`src/shared/acr_map.vh`:
```
// register offsets, field positions, reset values and timing counts of the output config bank
`ifndef ACR_MAP_VH
`define ACR_MAP_VH
// register addresses (8-bit serial address space)
`define ACR_A_DRIVE      8'h26
`define ACR_A_FORMAT     8'h3d
`define ACR_A_PAT_HI     8'h3f
`define ACR_A_PAT_LO     8'h40
`define ACR_A_IFACE      8'h41
`define ACR_A_FALL       8'h42
`define ACR_A_POWER      8'h43
`define ACR_A_HIFREQ     8'h4a
`define ACR_A_PEDESTAL   8'hbf
`define ACR_A_LOOP       8'hcf
`define ACR_A_SLOW       8'hdf
// reset value of every register
`define ACR_RST_VAL      8'h00
// field positions
`define ACR_B_DATA_DBL   0
`define ACR_B_CLK_DBL    1
`define ACR_F_FMT_HI     7
`define ACR_F_FMT_LO     6
`define ACR_B_OFS_EN     5
`define ACR_F_STD_HI     7
`define ACR_F_STD_LO     6
`define ACR_F_CSTR_HI    5
`define ACR_F_CSTR_LO    4
`define ACR_B_RISE_EN    3
`define ACR_F_RISE_HI    2
`define ACR_F_RISE_LO    1
`define ACR_B_FALL_EN    0
`define ACR_F_FALL_HI    7
`define ACR_F_FALL_LO    6
`define ACR_B_SHORT_OFF  3
`define ACR_B_QSLEEP     2
`define ACR_B_FSLEEP     6
`define ACR_B_PINS_OFF   4
`define ACR_F_SWOV_HI    1
`define ACR_F_SWOV_LO    0
`define ACR_B_HFBOOST    0
`define ACR_F_PED_HI     7
`define ACR_F_PED_LO     2
`define ACR_B_HOLD       7
`define ACR_F_PER_HI     5
`define ACR_F_PER_LO     2
`define ACR_F_SLOW_HI    5
`define ACR_F_SLOW_LO    4
// field codes
`define ACR_FMT_PIN      2'h0
`define ACR_FMT_TWOS     2'h2
`define ACR_FMT_OFFBIN   2'h3
`define ACR_STD_DDR      2'h1
`define ACR_STD_PAR      2'h3
`define ACR_SWOV_ON      2'h3
`define ACR_SLOW_ON      2'h3
// loop period: code 0 gives 2^20 sample clocks, each step doubles
`define ACR_PER_BASE_LOG 5'h14
`define ACR_PER_MAX_CODE 4'hb
`endif

```
`src/design/acr_cfg_regs.v`:
```
// configuration register bank of the converter output path and offset loop
//
// How it works
// RQ1: clock and data drive double bits select 100 or 50 ohm load.
// RQ2: format field 00 follows pin, 10 twos complement, 11 offset binary.
// RQ3: offset loop runs when enable bit 5 of format register set.
// RQ4: fixed output word built from high D13..D6 and low D5..D0 bits.
// RQ5: standard 00/10 follows pin, 01 forces DDR, 11 forces parallel.
// RQ6: rising edge shift applies only while its enable bit 3 set.
// RQ7: differential rise codes: 01 500ps, 11 200ps, 10 align, 00 default.
// RQ8: single-ended rise codes: 01 100ps, 10 200ps, 11 1.5ns.
// RQ9: falling edge shift applies only while interface bit 0 set.
// RQ10: differential fall codes: 01 400ps, 11 200ps, 10 align, 00 default.
// RQ11: single-ended fall advance: 01 100ps, 10 200ps, 11 1.5ns.
// RQ12: short path off bit 3 clear bypasses gain, patterns and offset correction; the code gates only the offset loop and hold.
// RQ13: quick sleep powers converter and output buffers down, reference stays.
// RQ14: full sleep powers converter, references and output buffers down.
// RQ15: output pins off powers pins down into high impedance.
// RQ16: swing code honoured only when override enable equals 11.
// RQ17: controller sets high freq boost above 230 MHz inputs.
// RQ18: corrected output converges to mid-code plus signed 6-bit shift.
// RQ19: hold bit freezes the offset estimate, last estimate still applied.
// RQ20: loop period code 0000 gives 1M cycles, doubling up to 2G.
// RQ21: slow rate mode enabled only by code 11 on fast variants.
// RQ22: controller writes zero into every unused bit.
// RQ23: software reset bit or reset pin restores defaults; bit self-clears.
// RQ24: one write updates every field of the register together.
// RQ25: value holds until the next write to that address or reset.
`timescale 1ns/100ps
`include "acr_map.vh"

module acr_cfg_regs #(
   parameter WIDE_VARIANT = 1'b1, // 1 = 14-bit part, 0 = 12-bit part
   parameter FAST_VARIANT = 1'b1  // 1 = part where slow rate field is usable
) (
   sys_clk,
   rst,
   wr_stb,
   wr_addr,
   wr_data,
   sw_reset,
   swing_code,
   format_select_pin,
   clock_drive_double,
   data_drive_double,
   twos_complement_out,
   offset_loop_enable,
   fixed_output_word,
   ddr_output,
   cmos_clk_strength,
   rise_shift_ps,
   rise_align,
   fall_shift_ps,
   fall_align,
   short_path_off,
   core_powered,
   ref_powered,
   out_buf_powered,
   pins_hiz,
   swing_override,
   swing_value,
   high_freq_boost,
   offset_target,
   offset_estimate_hold,
   offset_loop_log2,
   slow_rate_mode
);
   input              sys_clk;
   input              rst;
   input              wr_stb;
   input  [7:0]       wr_addr;
   input  [7:0]       wr_data;
   input              sw_reset;
   input  [5:0]       swing_code;
   input              format_select_pin;
   output reg         clock_drive_double;
   output reg         data_drive_double;
   output reg         twos_complement_out;
   output reg         offset_loop_enable;
   output reg [13:0]  fixed_output_word;
   output reg         ddr_output;
   output reg [1:0]   cmos_clk_strength;
   output reg [10:0]  rise_shift_ps;
   output reg         rise_align;
   output reg [10:0]  fall_shift_ps;
   output reg         fall_align;
   output reg         short_path_off;
   output reg         core_powered;
   output reg         ref_powered;
   output reg         out_buf_powered;
   output reg         pins_hiz;
   output reg         swing_override;
   output reg [5:0]   swing_value;
   output reg         high_freq_boost;
   output reg [5:0]   offset_target;
   output reg         offset_estimate_hold;
   output reg [4:0]   offset_loop_log2;
   output reg         slow_rate_mode;

   ////////////////////////////////////////////////////////////////////////////
   // pin synchronisers: the format pin and the serial strobe come from outside
   reg [1:0] pin_sync_ff;
   reg [1:0] stb_sync_ff;
   reg [1:0] srst_sync_ff;
   reg       stb_seen_ff;
   // address and data pass two stages as well; they are only used once the
   // synchronised strobe shows they were taken at an edge where the strobe was high
   reg [7:0] addr_sync_ff;
   reg [7:0] data_sync_ff;
   reg [7:0] addr_ff;
   reg [7:0] data_ff;
   always @(posedge sys_clk or posedge rst) begin
      if (rst) begin
         pin_sync_ff  <= 2'h0;
         stb_sync_ff  <= 2'h0;
         srst_sync_ff <= 2'h0;
         stb_seen_ff  <= 1'b0;
         addr_sync_ff <= 8'h00;
         data_sync_ff <= 8'h00;
         addr_ff      <= 8'h00;
         data_ff      <= 8'h00;
      end else begin
         pin_sync_ff  <= {pin_sync_ff[0], format_select_pin};
         stb_sync_ff  <= {stb_sync_ff[0], wr_stb};
         srst_sync_ff <= {srst_sync_ff[0], sw_reset};
         stb_seen_ff  <= stb_sync_ff[1];
         // address and data are steady for a whole strobe, so plain stages
         // line them up with the strobe synchroniser
         addr_sync_ff <= wr_addr;
         data_sync_ff <= wr_data;
         addr_ff      <= addr_sync_ff;
         data_ff      <= data_sync_ff;
      end
   end

   // one write per rising strobe, taken after synchronisation; the strobe has
   // to be high at one edge only, where address and data enter the first stage
   // with it, and a strobe that falls between two edges may be missed entirely
   wire wr_go = stb_sync_ff[1] & ~stb_seen_ff;
   wire clr   = srst_sync_ff[1];

   ////////////////////////////////////////////////////////////////////////////
   // register storage, all bits of one address written together
   reg [7:0] drive_ff, format_ff, pat_hi_ff, pat_lo_ff, iface_ff, fall_ff;
   reg [7:0] power_ff, hifreq_ff, ped_ff, loop_ff, slow_ff;
   always @(posedge sys_clk or posedge rst) begin
      if (rst) begin // [RQ23]
         drive_ff  <= `ACR_RST_VAL;
         format_ff <= `ACR_RST_VAL;
         pat_hi_ff <= `ACR_RST_VAL;
         pat_lo_ff <= `ACR_RST_VAL;
         iface_ff  <= `ACR_RST_VAL;
         fall_ff   <= `ACR_RST_VAL;
         power_ff  <= `ACR_RST_VAL;
         hifreq_ff <= `ACR_RST_VAL;
         ped_ff    <= `ACR_RST_VAL;
         loop_ff   <= `ACR_RST_VAL;
         slow_ff   <= `ACR_RST_VAL;
      end else if (clr) begin // software reset restores defaults [RQ23]
         drive_ff  <= `ACR_RST_VAL;
         format_ff <= `ACR_RST_VAL;
         pat_hi_ff <= `ACR_RST_VAL;
         pat_lo_ff <= `ACR_RST_VAL;
         iface_ff  <= `ACR_RST_VAL;
         fall_ff   <= `ACR_RST_VAL;
         power_ff  <= `ACR_RST_VAL;
         hifreq_ff <= `ACR_RST_VAL;
         ped_ff    <= `ACR_RST_VAL;
         loop_ff   <= `ACR_RST_VAL;
         slow_ff   <= `ACR_RST_VAL;
      end else if (wr_go) begin // whole byte at once, held until rewritten [RQ24] [RQ25]
         // a write that meets the software reset is lost, the clear wins
         case (addr_ff)
            `ACR_A_DRIVE:    drive_ff  <= data_ff;
            `ACR_A_FORMAT:   format_ff <= data_ff;
            `ACR_A_PAT_HI:   pat_hi_ff <= data_ff;
            `ACR_A_PAT_LO:   pat_lo_ff <= data_ff;
            `ACR_A_IFACE:    iface_ff  <= data_ff;
            `ACR_A_FALL:     fall_ff   <= data_ff;
            `ACR_A_POWER:    power_ff  <= data_ff;
            `ACR_A_HIFREQ:   hifreq_ff <= data_ff;
            `ACR_A_PEDESTAL: ped_ff    <= data_ff;
            `ACR_A_LOOP:     loop_ff   <= data_ff;
            // slow variants must leave this field alone; drop the write there [RQ21]
            `ACR_A_SLOW:     if (FAST_VARIANT) slow_ff <= data_ff;
            default: ; // unmapped addresses are ignored
         endcase
      end
   end

   ////////////////////////////////////////////////////////////////////////////
   // field decode
   wire [1:0] fmt_code  = format_ff[`ACR_F_FMT_HI:`ACR_F_FMT_LO];
   wire [1:0] std_code  = iface_ff[`ACR_F_STD_HI:`ACR_F_STD_LO];
   wire [1:0] rise_code = iface_ff[`ACR_F_RISE_HI:`ACR_F_RISE_LO];
   wire [1:0] fall_code = fall_ff[`ACR_F_FALL_HI:`ACR_F_FALL_LO];
   wire       pin_lvl   = pin_sync_ff[1];
   // short path off clear keeps the low latency path with the offset loop and hold off
   wire       digi_on   = fall_ff[`ACR_B_SHORT_OFF];
   wire       fsleep    = power_ff[`ACR_B_FSLEEP];
   wire       qsleep    = fall_ff[`ACR_B_QSLEEP];

   reg        nxt_twos;
   reg        nxt_ddr;
   reg [10:0] nxt_rise_ps;
   reg        nxt_rise_al;
   reg [10:0] nxt_fall_ps;
   reg        nxt_fall_al;
   reg [13:0] nxt_word;

   // format and standard decode; code 01 of format treated as pin-driven
   always @* begin
      case (fmt_code)
         `ACR_FMT_TWOS:   nxt_twos = 1'b1;  // [RQ2]
         `ACR_FMT_OFFBIN: nxt_twos = 1'b0;  // [RQ2]
         default:         nxt_twos = pin_lvl; // [RQ2]
      endcase
      case (std_code)
         `ACR_STD_DDR: nxt_ddr = 1'b1;   // [RQ5]
         `ACR_STD_PAR: nxt_ddr = 1'b0;   // [RQ5]
         default:      nxt_ddr = pin_lvl; // [RQ5]
      endcase
      // pattern word is passed as written; choosing it as output is done elsewhere
      // narrow part drives only the upper twelve bits of the pattern
      nxt_word = {pat_hi_ff, pat_lo_ff[7:2]}; // [RQ4]
      if (!WIDE_VARIANT)
         nxt_word[1:0] = 2'h0; // [RQ4]
   end

   // edge shift decode in picoseconds, zero when adjustment disabled
   always @* begin
      nxt_rise_ps = 11'h000;
      nxt_rise_al = 1'b0;
      nxt_fall_ps = 11'h000;
      nxt_fall_al = 1'b0;
      // picoseconds fit eleven bits; the largest shift is 1500
      // rising edge position, gated by its own enable
      if (iface_ff[`ACR_B_RISE_EN]) begin // [RQ6]
         if (nxt_ddr) begin
            case (rise_code)
               2'h1:    nxt_rise_ps = 11'd500; // [RQ7]
               2'h2:    nxt_rise_al = 1'b1;    // [RQ7]
               2'h3:    nxt_rise_ps = 11'd200; // [RQ7]
               default: nxt_rise_ps = 11'h000;
            endcase
         end else begin
            case (rise_code)
               2'h1:    nxt_rise_ps = 11'd100;  // [RQ8]
               2'h2:    nxt_rise_ps = 11'd200;  // [RQ8]
               2'h3:    nxt_rise_ps = 11'd1500; // [RQ8]
               default: nxt_rise_ps = 11'h000;
            endcase
         end
      end
      // falling edge position, gated by the interface register bit 0
      if (iface_ff[`ACR_B_FALL_EN]) begin // [RQ9]
         if (nxt_ddr) begin
            case (fall_code)
               2'h1:    nxt_fall_ps = 11'd400; // [RQ10]
               2'h2:    nxt_fall_al = 1'b1;    // [RQ10]
               2'h3:    nxt_fall_ps = 11'd200; // [RQ10]
               default: nxt_fall_ps = 11'h000;
            endcase
         end else begin
            case (fall_code)
               2'h1:    nxt_fall_ps = 11'd100;  // [RQ11]
               2'h2:    nxt_fall_ps = 11'd200;  // [RQ11]
               2'h3:    nxt_fall_ps = 11'd1500; // [RQ11]
               default: nxt_fall_ps = 11'h000;
            endcase
         end
      end
   end

   ////////////////////////////////////////////////////////////////////////////
   // registered outputs, one cycle after the storage changes
   always @(posedge sys_clk or posedge rst) begin
      if (rst) begin
         // reset state: everything powered, loop period at its shortest
         clock_drive_double   <= 1'b0;
         data_drive_double    <= 1'b0;
         twos_complement_out  <= 1'b0;
         offset_loop_enable   <= 1'b0;
         fixed_output_word    <= 14'h0000;
         ddr_output           <= 1'b0;
         cmos_clk_strength    <= 2'h0;
         rise_shift_ps        <= 11'h000;
         rise_align           <= 1'b0;
         fall_shift_ps        <= 11'h000;
         fall_align           <= 1'b0;
         short_path_off       <= 1'b0;
         core_powered         <= 1'b1;
         ref_powered          <= 1'b1;
         out_buf_powered      <= 1'b1;
         pins_hiz             <= 1'b0;
         swing_override       <= 1'b0;
         swing_value          <= 6'h00;
         high_freq_boost      <= 1'b0;
         offset_target        <= 6'h00;
         offset_estimate_hold <= 1'b0;
         offset_loop_log2     <= `ACR_PER_BASE_LOG;
         slow_rate_mode       <= 1'b0;
      end else begin
         clock_drive_double   <= drive_ff[`ACR_B_CLK_DBL];  // [RQ1]
         data_drive_double    <= drive_ff[`ACR_B_DATA_DBL]; // [RQ1]
         twos_complement_out  <= nxt_twos;
         fixed_output_word    <= nxt_word;
         ddr_output           <= nxt_ddr;
         cmos_clk_strength    <= iface_ff[`ACR_F_CSTR_HI:`ACR_F_CSTR_LO];
         rise_shift_ps        <= nxt_rise_ps;
         rise_align           <= nxt_rise_al;
         fall_shift_ps        <= nxt_fall_ps;
         fall_align           <= nxt_fall_al;
         // low latency path gates only the offset correction loop and its hold; the pattern word still passes
         short_path_off       <= digi_on; // [RQ12]
         offset_loop_enable   <= format_ff[`ACR_B_OFS_EN] & digi_on; // [RQ3] [RQ12]
         // reference survives quick sleep for a fast wake-up
         core_powered         <= ~(fsleep | qsleep); // [RQ13] [RQ14]
         ref_powered          <= ~fsleep; // [RQ14]
         out_buf_powered      <= ~(fsleep | qsleep | power_ff[`ACR_B_PINS_OFF]); // [RQ13]
         pins_hiz             <= power_ff[`ACR_B_PINS_OFF]; // [RQ15]
         // codes 01 and 10 are forbidden; treated as off
         // swing value forced to zero so a stale code never reaches the drivers
         swing_override       <= (power_ff[`ACR_F_SWOV_HI:`ACR_F_SWOV_LO]
                                  == `ACR_SWOV_ON); // [RQ16]
         swing_value          <= (power_ff[`ACR_F_SWOV_HI:`ACR_F_SWOV_LO] == `ACR_SWOV_ON)
                                 ? swing_code : 6'h00; // [RQ16]
         // boost is only passed on; the controller decides when to set it
         high_freq_boost      <= hifreq_ff[`ACR_B_HFBOOST];
         // pedestal passed as signed, the loop adds it to mid-code
         offset_target        <= ped_ff[`ACR_F_PED_HI:`ACR_F_PED_LO]; // [RQ18]
         offset_estimate_hold <= loop_ff[`ACR_B_HOLD] & format_ff[`ACR_B_OFS_EN]
                                 & digi_on; // [RQ19]
         // codes above 1011 are clamped to the longest period
         offset_loop_log2     <= (loop_ff[`ACR_F_PER_HI:`ACR_F_PER_LO] > `ACR_PER_MAX_CODE)
                                 ? (`ACR_PER_BASE_LOG + {1'b0, `ACR_PER_MAX_CODE})
                                 : (`ACR_PER_BASE_LOG
                                    + {1'b0, loop_ff[`ACR_F_PER_HI:`ACR_F_PER_LO]}); // [RQ20]
         // slow variants tie the mode off whatever the register holds
         slow_rate_mode       <= FAST_VARIANT // [RQ21]
                                 & (slow_ff[`ACR_F_SLOW_HI:`ACR_F_SLOW_LO] == `ACR_SLOW_ON);
      end
   end

endmodule // acr_cfg_regs

```
`config.mk`:
```
export PLATFORM = sky130hd
export DESIGN_NAME = acr_cfg_regs
export DESIGN_NICKNAME = d
export VERILOG_FILES = /design/src/design/acr_cfg_regs.v
export VERILOG_INCLUDE_DIRS = /design/src /design/src/shared
export SDC_FILE = /design/constraint.sdc
export NUM_CORES = 1
export LEC_CHECK = 0
export ABC_CLOCK_PERIOD_IN_PS = 5200
export BUFFER_PORTS_ARGS = -buffer_cell sky130_fd_sc_hd__buf_4
export CAP_MARGIN = 5
export CORE_MARGIN = 1
export CORE_UTILIZATION = 54
export DETAILED_ROUTE_END_ITERATION = 10
export GPL_TIMING_DRIVEN = 0
export HOLD_SLACK_MARGIN = 0.06
export PLACE_DENSITY = 0.78
export SLEW_MARGIN = 5
export SYNTH_ARGS = -nofsm -noshare
export SYNTH_HDL_FRONTEND = slang
export SYNTH_SLANG_ARGS = --single-unit
export TNS_END_PERCENT = 5
```
`constraint.sdc`:
```
create_clock -name sys_clk -period 5.2 [get_ports sys_clk]
set_input_delay 0.26 -clock sys_clk [delete_from_list [all_inputs] [get_ports sys_clk]]
set_output_delay 0.26 -clock sys_clk [all_outputs]
set_load 0.03 [all_outputs]
```
# After elaboration in Yosys (flattened, before gate mapping)
# Cells that the tools add are included.
# totals
in_bits	27
ff_bits	182
# op_classes
mux	51
bitwise_logic	10
reduce_logical	23
eq_ne	23
add_sub_neg	1
magnitude_cmp	1
# op_table
operator	count
2-to-1 mux 8 bit	21
one-hot mux 11 bit (3 select lines)	2
2-to-1 mux 11 bit	4
== test 8 x 7 -> 1 bit, second input constant	5
one-hot mux 9 bit (2 select lines)	2
== test 8 x 6 -> 1 bit, second input constant	3
== test 8 bit, second input constant	3
2-to-1 mux 6 bit	4
nonzero test 2 bit	12
AND reduction 2 bit	11
2-to-1 mux 7 bit	3
== test 2 bit, second input constant	9
2-to-1 mux 1 bit	9
== test 2 x 1 -> 1 bit, second input constant	3
2-to-1 mux 2 bit	3
adder 5 x 4 -> 5 bit, first input constant	1
2-to-1 mux 5 bit	1
AND 1 bit	4
> comparator 4 bit, second input constant	1
inverter 1 bit	4
one-hot mux 1 bit (2 select lines)	2
OR 1 bit	2

# Logic depth before layout (Yosys ltp)
# depth
word_depth	4
ltp_mapped	5

# Least setup slack after synthesis
# OpenSTA, ideal clock, no wires.
# synth_timing
path_kind	register -> register
startpoint	register addr_ff[4]
endpoint	register drive_ff[1]
required_ps	5068
arrival_ps	1359
slack_ps	3709
path_buffers	1
stages_incl_launch_ff	6
path_cell_list	dfrtp_1 -> buf_2 -> nor4b_4 -> and4_1 -> mux2i_1 -> nor2_1
# synth_via
elab_chain_len	3
# synth_rtl
element	line	source
start, declared	acr_cfg_regs.v:110	reg [7:0] addr_ff;
start signal, assigned	acr_cfg_regs.v:131	addr_ff <= addr_sync_ff;
== test 8 x 6 -> 1 bit	acr_cfg_regs.v:173	case (addr_ff)
nonzero test 2 bit (no source line)	--	
AND reduction 2 bit (no source line)	--	
end signal, assigned	acr_cfg_regs.v:148	drive_ff <= `ACR_RST_VAL;
end signal, assigned	acr_cfg_regs.v:160	drive_ff <= `ACR_RST_VAL;
end signal, assigned	acr_cfg_regs.v:174	`ACR_A_DRIVE: drive_ff <= data_ff;
end, declared	acr_cfg_regs.v:144	reg [7:0] drive_ff, format_ff, pat_hi_ff, pat_lo_ff, iface_ff, fall_ff;
# Every way passes these cells.
# A chain may end at the register's enable or synchronous reset.

# Final worst setup path
# layout_timing
startpoint	register addr_ff[7]
endpoint	register pat_hi_ff[6]
# layout_via
elab_chain_len	3
# layout_rtl
element	line	source
== test 8 x 6 -> 1 bit	acr_cfg_regs.v:173	
nonzero test 2 bit (no source line)	--	
AND reduction 2 bit (no source line)	--	
end signal, assigned	acr_cfg_regs.v:150	pat_hi_ff <= `ACR_RST_VAL;
end signal, assigned	acr_cfg_regs.v:162	pat_hi_ff <= `ACR_RST_VAL;
end signal, assigned	acr_cfg_regs.v:176	`ACR_A_PAT_HI: pat_hi_ff <= data_ff;
end, declared	acr_cfg_regs.v:144	
# Every way passes these cells.

==> results.sh <==
export IMPL_instances_no_fill=606
export IMPL_critical_path_class="register to register"
export IMPL_start_util=0.568
export IMPL_worst_pin_slew_ps=544
export IMPL_nets=512
export IMPL_arrival_ps=2220
export IMPL_layout_commonest_cell="dfrtp_1"
export IMPL_slew_limit_headroom=0.638
export IMPL_status="finished, final reports clean"
export IMPL_start_kind="register"
export IMPL_holdPathEnd="addr_ff[3]$_DFF_PP0_"
export IMPL_seq_power_share=0.484
export IMPL_synthToLayoutAreaGrowth_pct=34.0
export IMPL_cp_buffers_inverters=0
export IMPL_period_share=0.352
export IMPL_ctsResizeCount=0
export IMPL_reg2reg_slack_ps=3370
export IMPL_clkTransAtPathRegs_ps=60
export IMPL_worst_clock_skew_ps=8.36
export IMPL_synth_main_ff_cell="dfrtp_1"
export IMPL_ys_types=33
export IMPL_r2r_end="pat_hi_ff[6]$_DFFE_PP0P_"
export IMPL_grt_overflow=0
export IMPL_endpoint_kind="register"
export IMPL_slew_violations=0
export IMPL_io_pins=98
export IMPL_clkSinkCount=151
export IMPL_hold_viol=0
export IMPL_drc=0
export IMPL_setup_viol=0
export IMPL_synth_edff_count=0
export IMPL_antenna_found_initial=0
export IMPL_antenna_left=0
export IMPL_clockRootBuffer="clkbuf_8"
export IMPL_p_leak_nw=3.64
export IMPL_cts_max_level=4
export IMPL_cp_max_fo=10
export IMPL_die_w_um=98.7
export IMPL_ys_async_sr_fraction=1.00
export IMPL_drtIter0Drc=167
export IMPL_via_per_inst=5.10
export IMPL_dp_hpwl_um=5860
export IMPL_num_vias=3088
export IMPL_coreArea_sq_mm=0.00889
export IMPL_clock_fmax_mhz=546
export IMPL_first_pass_iters=4
export IMPL_fin_setup_tns_ps=0
export IMPL_cp_required_ps=5580
export IMPL_p_per_area_mw_per_mm2=369
export IMPL_critical_path_slowest_cell="nand4_2"
export IMPL_wl_um=9500
export IMPL_die_h_um=98.7
export IMPL_layout_drive_gt1_share=0.295
export IMPL_switching_power_mw=0.519
export IMPL_clock_path_buffers=2
export IMPL_layout_common_cells="dfrtp_1 (146), buf_4 (99), nor2_1 (43)"
export IMPL_seq_area_frac_synth=0.750
export IMPL_grt_max_degree=90
export IMPL_syn_cell_area_sq_mm=0.00505
export IMPL_nFillCells=537
export IMPL_syn_area_per_cell_sq_um=14.7
export IMPL_reg2reg_depth=4
export IMPL_ys_ff_latch=151
export IMPL_comb_power_share=0.037
export IMPL_rsz0062_at_grt="no"
export IMPL_critPathLaunch="addr_ff[7]$_DFF_PP0_"
export IMPL_p_clk_frac=0.479
export IMPL_whs_path_depth=0
export IMPL_cts_inserted_buffers=17
export IMPL_swShare=0.208
export IMPL_hold_start="addr_sync_ff[3]$_DFF_PP0_"
export IMPL_diodes=0
export IMPL_cap_violations=0
export IMPL_r2r_start="addr_ff[7]$_DFF_PP0_"
export IMPL_rows=34
export IMPL_cts_tree="built"
export IMPL_grt_pass1_wl_um=15500
export IMPL_cp_cell_sequence="nor3b_1 > nand4_2 > mux2i_1 > nor2_1"
export IMPL_place_gp_congestion=0.833
export IMPL_portBuffers=91
export IMPL_min_path_type="register to register"
export IMPL_peakVddDrop_mv=0.238
export IMPL_dpl_cell_count=548
export IMPL_layout_min_cycle_time_ps=1830
export IMPL_p_int_mw=1.98
export IMPL_wl_per_cell_um=15.7
export IMPL_synth_warnings=0
export IMPL_crit_family="simple AND/OR/NAND/NOR gates"
export IMPL_crit_path_max_incr_delay_ps=480
export IMPL_gr_usage_all_layers=0.216
export IMPL_grt_pass1_vias=3173
export IMPL_clk_latency_ps=520
export IMPL_syn_inst=343
export IMPL_dieArea_sq_mm=0.00973
## power groups by stage
stage,combinational (mW),sequential [mW],clock (mW)
final,0.0928,1.21,1.19
after global routing,0.102,1.21,1.27
after CTS,0.0932,1.21,1.21
after detailed placement,0.0775,1.23,0
after global placement,0.0725,1.23,0
after floorplan,0.0441,1.23,0
## metrics by stage
step                worst slack (ps)   util  total power [mW]  instance area [sq um]  hold WS [ps]
floorplan                        884      -              1.27                   5060           291
global placement                -278  0.662              1.30                   5880           335
detailed placement              3410  0.665              1.30                   5920           336
CTS                             3390  0.760              2.51                   6760           347
global route                    3280  0.760              2.58                   6760           353
finish                          3370  0.760              2.49                   6760           347
## routing by layer
layer / part of all wire / up-vias / GRT usage
met2: 0.52 / 99 / 0.365
li1: - / 1424 / -
met1: 0.42 / 1551 / 0.270
met5: 0 / - / 0
met3: 0.046 / 14 / 0.0546
met4: 0.012 / 0 / 0.0907
## timing repair
item,CTS,global route
buffers inserted,0,0
endpoints found under the hold margin,84,0
hold buffers,26,0
## cells in the mapped netlist (4+ instances only)
| master | instances | area share |
|---|---|---|
| dfrtp_1 | 146 | 0.72 |
| nor2_1 | 43 | 0.032 |
| mux2i_1 | 36 | 0.071 |
| o21ai_0 | 15 | 0.015 |
| nand3b_1 | 14 | 0.021 |
| and3_1 | 9 | 0.011 |
| buf_4 | 8 | 0.012 |
| nand2_1 | 8 | 0.0060 |
| nor2b_1 | 6 | 0.0074 |
| and2_1 | 5 | 0.0062 |
| clkbuf_1 | 5 | 0.0037 |
| dfstp_2 | 5 | 0.026 |
| nand2b_1 | 5 | 0.0062 |
| a21oi_1 | 4 | 0.0040 |
| inv_1 | 4 | 0.0030 |
## flip-flops by register name (all words and copies together) (netlist names), 7 cells and up
register / flops
data_ff: 8
fall_shift_ps: 7
pat_hi_ff: 8
rise_shift_ps: 7
iface_ff: 8
fixed_output_word: 14
addr_ff: 8
data_sync_ff: 8
addr_sync_ff: 8
## cells by family (layout without fill, tap and decap cells)
logic type	Yosys count	in the layout	synth area share
AND/OR/NAND/NOR	110	110	0.128
other	2	7	0.00149
flip-flops	151	151	0.750
AO/OA/AOI/OAI	24	24	0.0263
multiplexers	37	37	0.0736
buffers and inverters	19	169	0.0206
## worst max-delay path by stage
stage                                            to  slack, ps  cells after the start
after floorplan                addr_ff[0]$_DFF_PP0_        880                      1
after global placement    data_sync_ff[1]$_DFF_PP0_       -280                      2
after detailed placement   pat_hi_ff[6]$_DFFE_PP0P_       3410                      4
after CTS                  pat_hi_ff[7]$_DFFE_PP0P_       3390                      4
after global routing       pat_hi_ff[1]$_DFFE_PP0P_       3280                      4
final                      pat_hi_ff[6]$_DFFE_PP0P_       3370                      4
## area by class of cell
type	instances	area [sq um]	area share
clock inverters	12	149	0.0220
flip-flops and latches	151	3780	0.560
multi-input cells	178	1180	0.174
repair buffers	118	971	0.144
well taps	108	135	0.0200
clock buffers	20	435	0.0644
plain buffers	15	88.8	0.0131
inverters	4	20.0	0.00296
## worst reg2reg max path: stages (launching register included)
cell and delay, ps:
dfrtp_1 420, nor3b_1 450, nand4_2 480, mux2i_1 300
nor2_1 60
Note: power is estimated with default switching activity, not from simulation.
